### config.mk
export PLATFORM = sky130hd
export DESIGN_NAME = smcs_control_status
export DESIGN_NICKNAME = d
export VERILOG_FILES = /design/src/smcs_pkg.sv /design/src/smcs_control_status.sv
export SDC_FILE = /design/constraint.sdc
export NUM_CORES = 1
export LEC_CHECK = 0
export BUFFER_PORTS_ARGS = -buffer_cell sky130_fd_sc_hd__buf_2
export CORE_ASPECT_RATIO = 0.7
export CORE_MARGIN = 3
export CORE_UTILIZATION = 44
export CTS_BUF_LIST = sky130_fd_sc_hd__clkbuf_8
export DETAILED_ROUTE_END_ITERATION = 7
export GPL_ROUTABILITY_DRIVEN = 0
export PLACE_DENSITY = 0.72
export SYNTH_ARGS = -nofsm -noshare
export SYNTH_HDL_FRONTEND = slang
export SYNTH_SLANG_ARGS = --single-unit
### constraint.sdc
create_clock -name clk_sys -period 3.5 [get_ports clk_sys]
set_input_delay 0.525 -clock clk_sys [delete_from_list [all_inputs] [get_ports clk_sys]]
set_output_delay 0.525 -clock clk_sys [all_outputs]
set_load 0.05 [all_outputs]
### src/smcs_pkg.sv
package smcs_pkg;
  localparam logic [7:0]  CTRL_ADDR   = 8'hc0;
  localparam logic [7:0]  CFG_ADDR    = 8'hc1;
  localparam logic [7:0]  DATA_ADDR   = 8'hc2;
  localparam logic [7:0]  CTRL_RESET  = 8'h00;
  localparam logic [7:0]  DATA_RESET  = 8'h00;
  localparam logic        HWACK_RESET = 1'h0;
  localparam int          BIT_ROLE    = 7;
  localparam int          BIT_DIR     = 6;
  localparam int          BIT_STA     = 5;
  localparam int          BIT_STO     = 4;
  localparam int          BIT_ACKRQ   = 3;
  localparam int          BIT_ARBL    = 2;
  localparam int          BIT_ACK     = 1;
  localparam int          BIT_SI      = 0;
  localparam int          BIT_HWACK   = 0;
  localparam int          CLK_NS      = 10;
  localparam int          HALF_NS     = 5000;
  localparam int          HALF_CYC    = (HALF_NS + CLK_NS - 1) / CLK_NS;
  localparam logic [15:0] HALF_LOAD   = 16'(HALF_CYC - 1);
  localparam logic [3:0]  ACK_SLOT    = 4'h8;
  localparam logic [3:0]  LAST_BIT    = 4'h7;
  typedef enum logic [12:0] {
    S_IDLE  = 13'h0001,
    S_START = 13'h0002,
    S_HOLD  = 13'h0004,
    S_LOW   = 13'h0008,
    S_RISE  = 13'h0010,
    S_HIGH  = 13'h0020,
    S_RSTA1 = 13'h0040,
    S_RSTA2 = 13'h0080,
    S_STOP1 = 13'h0100,
    S_STOP2 = 13'h0200,
    S_STOP3 = 13'h0400,
    S_SLV   = 13'h0800,
    S_SACK  = 13'h1000
  } smcs_state_t;
endpackage

### src/smcs_control_status.sv
`timescale 1ns/10ps
module smcs_control_status
  import smcs_pkg::*;
(
  input  wire logic       clk_sys,
  input  wire logic       rst,
  input  wire logic [7:0] sfrAddr,
  input  wire logic       sfrWe,
  input  wire logic [7:0] sfrWdata,
  output logic      [7:0] sfrRdata,
  input  wire logic       sclIn,
  output logic            sclOut,
  output logic            sclOe,
  input  wire logic       sdaIn,
  output logic            sdaOut,
  output logic            sdaOe
);

  smcs_state_t state_q;
  smcs_state_t state_d;
  logic [15:0] tmr_q;
  logic [15:0] tmr_d;
  logic [3:0]  bitCnt_q;
  logic [3:0]  bitCnt_d;
  logic [7:0]  shift_q;
  logic [7:0]  shift_d;
  logic [7:0]  data_q;
  logic [7:0]  data_d;
  logic [7:0]  rdata_q;
  logic [7:0]  rdata_d;
  logic        role_q;
  logic        role_d;
  logic        tx_q;
  logic        tx_d;
  logic        sta_q;
  logic        sta_d;
  logic        sto_q;
  logic        sto_d;
  logic        ackrq_q;
  logic        ackrq_d;
  logic        arbl_q;
  logic        arbl_d;
  logic        ack_q;
  logic        ack_d;
  logic        si_q;
  logic        si_d;
  logic        hwAck_q;
  logic        hwAck_d;
  logic        busy_q;
  logic        busy_d;
  logic        adr_q;
  logic        adr_d;
  logic        rw_q;
  logic        rw_d;
  logic        sclOe_q;
  logic        sclOe_d;
  logic        sdaOe_q;
  logic        sdaOe_d;
  logic        pinLow_q;
  logic        sclM_q;
  logic        sclS_q;
  logic        sclP_q;
  logic        sdaM_q;
  logic        sdaS_q;
  logic        sdaP_q;
  logic        ctrlWr;
  logic        siClr;
  logic        tmrDone;
  logic        sclRise;
  logic        sclFall;
  logic        startDet;
  logic        stopDet;
  logic        staSet;
  logic        stoSet;
  logic        stoClr;
  logic        siSet;
  logic        arbSet;
  logic        rqSet;
  logic        ackLoad;
  logic        ackVal;

  assign sfrRdata = rdata_q;
  assign sclOut   = pinLow_q;
  assign sdaOut   = pinLow_q;
  assign sclOe    = sclOe_q;
  assign sdaOe    = sdaOe_q;

  // pin synchronisers, then edge and condition detect
  always_ff @(posedge clk_sys or posedge rst) begin
    if (rst) begin
      sclM_q <= 1'b1;
      sclS_q <= 1'b1;
      sclP_q <= 1'b1;
      sdaM_q <= 1'b1;
      sdaS_q <= 1'b1;
      sdaP_q <= 1'b1;
    end else begin
      sclM_q <= sclIn;
      sclS_q <= sclM_q;
      sclP_q <= sclS_q;
      sdaM_q <= sdaIn;
      sdaS_q <= sdaM_q;
      sdaP_q <= sdaS_q;
    end
  end

  assign sclRise  = sclS_q & ~sclP_q;
  assign sclFall  = ~sclS_q & sclP_q;
  assign startDet = sclS_q & sclP_q & sdaP_q & ~sdaS_q;
  assign stopDet  = sclS_q & sclP_q & ~sdaP_q & sdaS_q;
  assign ctrlWr   = sfrWe && (sfrAddr == CTRL_ADDR);
  assign siClr    = ctrlWr && !sfrWdata[BIT_SI];
  assign tmrDone  = (tmr_q == 16'h0000);

  always_comb begin
    state_d  = state_q;
    tmr_d    = tmrDone ? tmr_q : tmr_q - 16'h0001;
    bitCnt_d = bitCnt_q;
    shift_d  = shift_q;
    data_d   = data_q;
    role_d   = role_q;
    tx_d     = tx_q;
    adr_d    = adr_q;
    rw_d     = rw_q;
    sclOe_d  = 1'b0;
    sdaOe_d  = sdaOe_q;
    staSet   = 1'b0;
    stoSet   = 1'b0;
    stoClr   = 1'b0;
    siSet    = 1'b0;
    arbSet   = 1'b0;
    rqSet    = 1'b0;
    ackLoad  = 1'b0;
    ackVal   = 1'b0;
    unique case (state_q)
      S_IDLE: begin
        if (startDet) begin
          staSet   = 1'b1;
          siSet    = 1'b1;
          role_d   = 1'b0;
          tx_d     = 1'b0;
          bitCnt_d = 4'h0;
          state_d  = S_SLV;
        end else if (sta_q && !si_q && !busy_q) begin
          role_d  = 1'b1;
          tx_d    = 1'b1;
          state_d = S_START;
        end
      end
      S_START: begin
        sdaOe_d = 1'b1;
        if (tmrDone) begin
          sclOe_d  = 1'b1;
          siSet    = 1'b1;
          adr_d    = 1'b1;
          bitCnt_d = 4'h0;
          state_d  = S_HOLD;
        end
      end
      S_HOLD: begin
        sclOe_d = 1'b1;
        if (!si_q) begin
          if (bitCnt_q == ACK_SLOT) begin
            state_d = S_LOW;
          end else if (sto_q) begin
            state_d = S_STOP1;
          end else if (sta_q) begin
            state_d = S_RSTA1;
          end else begin
            shift_d = tx_q ? data_q : 8'h00;
            if (adr_q) begin
              rw_d = data_q[0];
            end
            state_d = S_LOW;
          end
        end
      end
      S_LOW: begin
        sclOe_d = 1'b1;
        if (bitCnt_q == ACK_SLOT) begin
          sdaOe_d = !tx_q && ack_q;
        end else begin
          sdaOe_d = tx_q && !shift_q[7];
        end
        if (tmrDone) begin
          state_d = S_RISE;
        end
      end
      S_RISE: begin
        if (sclS_q) begin
          state_d = S_HIGH;
          if (bitCnt_q == ACK_SLOT) begin
            ackLoad = tx_q;
            ackVal  = !sdaS_q;
          end else if (tx_q && shift_q[7] && !sdaS_q) begin
            arbSet  = 1'b1;
            rqSet   = !hwAck_q;
            siSet   = 1'b1;
            role_d  = 1'b0;
            tx_d    = 1'b0;
            sdaOe_d = 1'b0;
            state_d = S_IDLE;
          end else begin
            shift_d = {shift_q[6:0], sdaS_q};
          end
        end
      end
      S_HIGH: begin
        if (tmrDone) begin
          sclOe_d = 1'b1;
          if (bitCnt_q == ACK_SLOT) begin
            bitCnt_d = 4'h0;
            adr_d    = 1'b0;
            if (!tx_q) begin
              data_d = shift_q;
            end
            if (tx_q || hwAck_q) begin
              siSet   = 1'b1;
              state_d = S_HOLD;
              if (adr_q && ack_q && rw_q) begin
                tx_d = 1'b0;
              end
            end else if (sto_q) begin
              state_d = S_STOP1;
            end else if (sta_q) begin
              state_d = S_RSTA1;
            end else begin
              state_d = S_LOW;
            end
          end else if (bitCnt_q == LAST_BIT && !tx_q && !hwAck_q) begin
            bitCnt_d = ACK_SLOT;
            data_d   = shift_q;
            siSet    = 1'b1;
            rqSet    = 1'b1;
            state_d  = S_HOLD;
          end else begin
            bitCnt_d = bitCnt_q + 4'h1;
            state_d  = S_LOW;
          end
        end
      end
      S_RSTA1: begin
        sclOe_d = 1'b1;
        sdaOe_d = 1'b0;
        if (tmrDone) begin
          state_d = S_RSTA2;
        end
      end
      S_RSTA2: begin
        if (sclS_q && tmrDone) begin
          if (!sdaS_q) begin
            arbSet  = 1'b1;
            siSet   = 1'b1;
            role_d  = 1'b0;
            tx_d    = 1'b0;
            state_d = S_IDLE;
          end else begin
            tx_d    = 1'b1;
            state_d = S_START;
          end
        end
      end
      S_STOP1: begin
        sclOe_d = 1'b1;
        sdaOe_d = 1'b1;
        if (tmrDone) begin
          state_d = S_STOP2;
        end
      end
      S_STOP2: begin
        if (sclS_q && tmrDone) begin
          state_d = S_STOP3;
        end
      end
      S_STOP3: begin
        sdaOe_d = 1'b0;
        if (tmrDone) begin
          stoClr  = 1'b1;
          role_d  = 1'b0;
          tx_d    = 1'b0;
          state_d = S_IDLE;
        end
      end
      S_SLV: begin
        if (stopDet) begin
          stoSet  = 1'b1;
          siSet   = 1'b1;
          state_d = S_IDLE;
        end else if (startDet) begin
          staSet   = 1'b1;
          siSet    = 1'b1;
          bitCnt_d = 4'h0;
        end else if (sclRise && bitCnt_q != ACK_SLOT) begin
          shift_d  = {shift_q[6:0], sdaS_q};
          bitCnt_d = bitCnt_q + 4'h1;
        end else if (sclFall && bitCnt_q == ACK_SLOT) begin
          data_d  = shift_q;
          siSet   = 1'b1;
          rqSet   = !hwAck_q;
          state_d = S_SACK;
        end
      end
      S_SACK: begin
        if (!si_q) begin
          sdaOe_d = ack_q;
          if (sclFall) begin
            sdaOe_d  = 1'b0;
            bitCnt_d = 4'h0;
            state_d  = S_SLV;
          end
        end
      end
      default: begin
        state_d = S_IDLE;
      end
    endcase
    if (role_q && stopDet && !(state_q inside {S_STOP1, S_STOP2, S_STOP3})) begin
      arbSet  = 1'b1;
      stoSet  = 1'b1;
      siSet   = 1'b1;
      rqSet   = 1'b0;
      role_d  = 1'b0;
      tx_d    = 1'b0;
      sdaOe_d = 1'b0;
      state_d = S_IDLE;
    end
    if (si_q && busy_q) begin
      sclOe_d = 1'b1;
    end
    if (state_d != state_q) begin
      tmr_d = HALF_LOAD;
    end
    if (sfrWe && sfrAddr == DATA_ADDR) begin
      data_d = sfrWdata;
    end
    busy_d  = startDet ? 1'b1 : (stopDet ? 1'b0 : busy_q);
    hwAck_d = (sfrWe && sfrAddr == CFG_ADDR) ? sfrWdata[BIT_HWACK] : hwAck_q;
    sta_d   = staSet | (ctrlWr ? sfrWdata[BIT_STA] : sta_q);
    sto_d   = stoSet | (ctrlWr ? sfrWdata[BIT_STO] : (sto_q & ~stoClr));
    ack_d   = ctrlWr ? sfrWdata[BIT_ACK] : (ackLoad ? ackVal : ack_q);
    si_d    = siSet | (ctrlWr ? sfrWdata[BIT_SI] : si_q);
    arbl_d  = arbSet | (arbl_q & ~siClr);
    ackrq_d = rqSet | (ackrq_q & ~siClr);
    unique case (sfrAddr)
      CTRL_ADDR: rdata_d = {role_q, tx_q, sta_q, sto_q, ackrq_q, arbl_q, ack_q, si_q};
      CFG_ADDR:  rdata_d = {7'h00, hwAck_q};
      DATA_ADDR: rdata_d = data_q;
      default:   rdata_d = 8'h00;
    endcase
  end

  always_ff @(posedge clk_sys or posedge rst) begin
    if (rst) begin
      state_q  <= S_IDLE;
      tmr_q    <= 16'h0000;
      bitCnt_q <= 4'h0;
      shift_q  <= 8'h00;
      data_q   <= DATA_RESET;
      rdata_q  <= 8'h00;
      role_q   <= CTRL_RESET[BIT_ROLE];
      tx_q     <= CTRL_RESET[BIT_DIR];
      sta_q    <= CTRL_RESET[BIT_STA];
      sto_q    <= CTRL_RESET[BIT_STO];
      ackrq_q  <= CTRL_RESET[BIT_ACKRQ];
      arbl_q   <= CTRL_RESET[BIT_ARBL];
      ack_q    <= CTRL_RESET[BIT_ACK];
      si_q     <= CTRL_RESET[BIT_SI];
      hwAck_q  <= HWACK_RESET;
      busy_q   <= 1'b0;
      adr_q    <= 1'b0;
      rw_q     <= 1'b0;
      sclOe_q  <= 1'b0;
      sdaOe_q  <= 1'b0;
      pinLow_q <= 1'b0;
    end else begin
      state_q  <= state_d;
      tmr_q    <= tmr_d;
      bitCnt_q <= bitCnt_d;
      shift_q  <= shift_d;
      data_q   <= data_d;
      rdata_q  <= rdata_d;
      role_q   <= role_d;
      tx_q     <= tx_d;
      sta_q    <= sta_d;
      sto_q    <= sto_d;
      ackrq_q  <= ackrq_d;
      arbl_q   <= arbl_d;
      ack_q    <= ack_d;
      si_q     <= si_d;
      hwAck_q  <= hwAck_d;
      busy_q   <= busy_d;
      adr_q    <= adr_d;
      rw_q     <= rw_d;
      sclOe_q  <= sclOe_d;
      sdaOe_q  <= sdaOe_d;
      pinLow_q <= 1'b0;
    end
  end
endmodule

# ---- Word-level counts from Yosys, hierarchy flattened
# Cells that the tools add are included.
dict set report word_totals {
  register_bits 77
  input_bits 21
  output_inout_bits 12
  word_cells 305
}
dict set report classes {
  n_addsub 2
  n_eq_ne 57
  muxes 143
  bitwise_logic 25
  n_reduce_logical 52
}
# operator n
set op_table {}
lappend op_table {{$mux W13} 20}
lappend op_table {{$pmux W13 S13} 1}
lappend op_table {{$mux W8} 20}
lappend op_table {{$mux W1} 69}
lappend op_table {{$ne A3 B3 Y1 const B} 16}
lappend op_table {{$pmux W8 S3} 2}
lappend op_table {{$mux W4} 11}
lappend op_table {{$mux W16} 2}
lappend op_table {{$ne A2 B2 Y1 const B} 16}
lappend op_table {{$mux W9} 3}
lappend op_table {{$eq A8 B8 Y1 const B} 3}
lappend op_table {{$reduce_and A8 Y1} 3}
lappend op_table {{$reduce_and A11 Y1} 2}
lappend op_table {{$logic_and A1 B1 Y1} 20}
lappend op_table {{$pmux W4 S5} 1}
lappend op_table {{$logic_not A16 Y1} 1}
lappend op_table {{$ne A4 B4 Y1 const B} 4}
lappend op_table {{$pmux W8 S2} 1}
lappend op_table {{$sub A16 B1 Y16 const B} 1}
lappend op_table {{$eq A13 B1 Y1 const B} 1}
lappend op_table {{$eq A13 B10 Y1 const B} 1}
lappend op_table {{$eq A13 B11 Y1 const B} 1}
lappend op_table {{$eq A13 B12 Y1 const B} 1}
lappend op_table {{$eq A13 B13 Y1 const B} 1}
lappend op_table {{other kinds (36)} 78}

# ---- Depth between registers and ports, before layout
dict set report logic_depth {
  depth_word 11
  mapped_depth 13
  depth_no_buf 10
}

# ---- Worst setup path after synthesis
# Ideal clock, no wire load.
dict set report synth_timing {
  kind {register -> register}
  startpoint {register state_q[2]}
  endpoint {register tmr_q[1]}
  t_arrival_ps 3376
  required_ps 3361
  setup_slack_ps -15
  path_stages_with_launch 12
  path_buffers 3
  period_less_slack_ps 3515
  cell_sequence {dfrtp_1 > buf_2 > or4_1 > buf_2 > nor4b_2 > o211ai_1 > a21oi_1 > xor2_1 > nand3b_1 > or4_4 > buf_6 > or4_1}
}
# element line
set synth_rtl {}
lappend synth_rtl {{start, declared} smcs_control_status.sv:19} ;# smcs_state_t state_q;
lappend synth_rtl {{start signal, assigned} smcs_control_status.sv:376} ;# state_q <= state_d;
lappend synth_rtl {{parallel branches: the longest is 4 deep, another holds $eq A13 B13 Y1} -}
lappend synth_rtl {{$mux W13 *} smcs_control_status.sv:317} ;# if (role_q && stopDet && !(state_q inside {S_STOP1, S_STOP2, S_STOP3})) begin
lappend synth_rtl {{named net state_d[3]} smcs_control_status.sv:20} ;# smcs_state_t state_d;
lappend synth_rtl {{$ne A13 B13 Y1 *} smcs_control_status.sv:330} ;# if (state_d != state_q) begin
lappend synth_rtl {{$ne A2 B1 Y1 (no line) or $mux W16 (tied branches)} -}
lappend synth_rtl {{end signal, assigned} smcs_control_status.sv:377} ;# tmr_q <= tmr_d;
lappend synth_rtl {{end, declared} smcs_control_status.sv:21} ;# logic [15:0] tmr_q;
# Mark *: on every way through the listed nets, which the timed path passes.
# A chain may end at the register's enable or synchronous reset.

# ---- Worst setup path after layout
# Same ends and word-level chain as after synthesis.

==> results.ini <==
[run_status]
status = finished, violations left
violations = DRC

[clocking]
cts_tree = built
clockBufferDepth = 2
cts_sinks = 77
clk_latency_ps = 370
numCtsBuffers = 9
cts_root_buf = clkbuf_8
ctsHtreeMaxLevel = 3
clkTransAtPathRegs_ps = 100

[min_path]
min_path_type = primary input to async pin

[setup_path]
cp_slowest_stage_delay_ps = 520
crit_start = state_q[2]
startpoint_type = flip-flop
crit_family = simple AND/OR/NAND/NOR gates
end_kind = flip-flop
crit_path_max_fanout = 8
critPathMostFrequentCell = or4_4
crit_slowest_cell = or4_1
path_class = flip-flop to flip-flop
cp.required_ps = 3730
path_cells = or4_4 > buf_4 > nor4b_4 > o211ai_1 > a21oi_1 > xor2_1 > nand3b_1 > or4_4 > or4_1
arrival_ps = 3680
r2r-start = state_q[2]
path_buf_inv = 1

[die]
ioPinCount = 33
design.core.area_um2 = 11200
rows = 32
die_h_um = 96.5
start_util_pct = 46.0
die_x_um = 135
die_area_um2 = 13100

[drt]
wl_per_cell_um = 21.3
drtIter0Drc = 961
via_per_inst = 6.63
dr.pass1.iters = 8
postRouteAntennaNets = 0
routed_wl_mm = 17.8
drcViolationCount = 8
vias = 5534

[yosys]
syn_area_um2 = 5150
synthesis.instances = 587
synthMuxAreaShare_pct = 4.52
synth_compound_area_share_pct = 17.1
ys_seq_area_share_pct = 37.6
ys.flop_type = dfrtp_1
async_flop_share_pct = 100
syn_avg_cell_area_um2 = 8.78
synth-adder-area-share_pct = 0.729
synth-simple-area-share_pct = 31.5
synth_xor_area_share_pct = 3.74
yosysUniqueCellTypes = 78
ys_seq_elements = 77
synth.yosys.warnings = 0
synth_top_family_by_area = simple AND/OR/NAND/NOR gates
synth-edff-count = 0

[power_and_ir_drop]
combPwrFrac_pct = 32.6
seqPwrFrac_pct = 42.1
peakVddDrop_mv = 0.293
power.share.clock_pct = 25.2
power_density_nw_per_um2 = 418
swShare_pct = 35.9
p_leak_uw = 0.00281
internal_power_uw = 1700
p_sw_uw = 952

[timing]
slew_headroom_pct = 19.0
rsz0062_at_grt = yes
finalCriticalPeriod_ps = 3450
setup_violations = 0
finalHoldViolCount = 0
max_freq_mhz = 290
fin_ws_ps = 50.0
worst_pin_slew_ps = 1210
fin_worst_skew_ps = 22.2
setup-tns-final_ps = 0
report.final.slew_viol_count = 0
period_share_pct = 98.6

[cells_and_area]
multiInputGateArea_um2 = 3120
area_growth_pct = 23.4
n_fill_cell = 967
final_layout_size_suffix_gt1_share_pct = 29.5
fin_nets = 701
final-seq-area_um2 = 1940
diodes = 0

[global_route]
grt_use_total_pct = 26.5
grt.overflow.total = 0
antenna_found_initial = 0
grt_pass1_vias = 5118
grt_max_degree = 35
grt_pass1_wl_mm = 26.8

[place]
pre_cts_slack_ps = -9.27
io_buffer_count = 30
dp_hpwl_mm = 13.3

[flow_run]
cap_viol_max_count = 0

==> synthesized netlist by cell type (8+ instances only) <==
cell type	count	area (µm²)
or4_1	11	82.6
nor3_1	22	110
clkbuf_1	23	86.3
xnor2_1	11	96.3
dfrtp_1	70	1750
xor2_1	11	96.3
nand2_1	59	221
nor2_1	40	150
o21ai_0	25	125
nand4_1	22	138
mux2i_1	12	120
nor4_1	24	150
nand3_1	29	145
a21oi_1	28	140
inv_1	14	52.6
mux2_2	10	113
a22o_1	8	70.1
buf_2	12	60.1
==> routing by layer <==
| metal | GRT usage [%] | vias to the layer above | wire length, µm | part of all wire [%] |
|---|---|---|---|---|
| li1 | - | 2398 | - | - |
| met1 | 37.3 | 2606 | 7260 | 41 |
| met2 | 38.3 | 432 | 7300 | 41 |
| met3 | 9.01 | 98 | 2570 | 14 |
| met4 | 8.56 | 0 | 666 | 3.7 |
| met5 | 1.59 | - | 0 | 0 |
==> timing repair <==
action                                  4_1_cts  5_1_grt
hold buffers                                  0        0
hold endpoints to repair                      0        0
endpoints found under the setup margin        5       16
pin swaps                                     0        5
gates resized for setup                       2       28
buffers inserted                              0       12
==> cell families (layout without fill, tap and decap cells) <==
family / after synthesis / in the layout
compound gates: 125 / 125
fa+ha+maj: 3 / 3
flops: 77 / 77
other cells: 1 / 2
simple gates: 281 / 281
mux: 22 / 22
xor+xnor: 22 / 22
buf+inv: 56 / 150
==> registers in the layout, summed over array words and instances (netlist names), 4 cells and up <==
name	count
sfrRdata	8
bitCnt_q	4
shift_q	8
tmr_q	16
data_q	8
state_q	13
==> worst paths after layout <==
check                      cells after the start         end  slack, ps
max                                            9    tmr_q[1]         50
min                                            2       adr_q        200
max reg2reg                                    9    tmr_q[1]         50
min reg2reg                                    0      sclS_q        360
max in group asynchronous                      3  state_q[7]       2550
min in group clk_sys                           1      sclM_q        260
==> placed cells by master, fill, tap and decap left out, drive strengths merged, types with 4 or more instances in the layout <==
master  instances
a21oi          28
a22o            8
a22oi           4
a31oi           6
and2            4
and3            8
and4            5
buf           118
clkbuf         11
clkinv          4
dfrtp          70
dfstp           7
inv            14
mux2           10
mux2i          12
nand2          60
nand2b          5
nand3          29
nand3b          5
nand4          22
nor2           40
nor2b           4
nor3           22
nor3b           6
nor4           29
nor4b           6
o211ai          5
o21a            4
o21ai          25
or3             5
or4            13
or4b            5
xnor2          11
xor2           11
==> final cells by class <==
class                      instances  area share [%]
multi-input combinational        455            49.1
clock inverter                     7            1.06
timing repair buffer             120            13.5
inverter                          14           0.846
clock buffer                       9            1.95
sequential                        77            30.5
tap                              153            3.01
==> power groups by stage <==
| stage | sequential [µW] | combinational, µW | clock [µW] |
|---|---|---|---|
| floorplan | 1090 | 523 | 0 |
| global placement | 1130 | 753 | 0 |
| detailed placement | 1140 | 780 | 0 |
| CTS | 1120 | 784 | 678 |
| global route | 1130 | 932 | 725 |
| finish | 1120 | 867 | 670 |
==> per-stage QoR <==
stage | utilization [%] | power [µW] | cells | instance area, µm² | hold WS (ps)
6_report | 56.7 | 2660 | 835 | 6360 | 195
5_1_grt | 56.7 | 2790 | 835 | 6360 | 241
4_1_cts | 54.6 | 2580 | 823 | 6120 | 211
3_5_place_dp | 52.8 | 1920 | 807 | 5920 | 347
3_3_place_gp | 52.8 | 1880 | 807 | 5920 | 346
2_1_floorplan | - | 1620 | 588 | 5160 | 345
No activity file was read; power rests on OpenSTA's default activity.
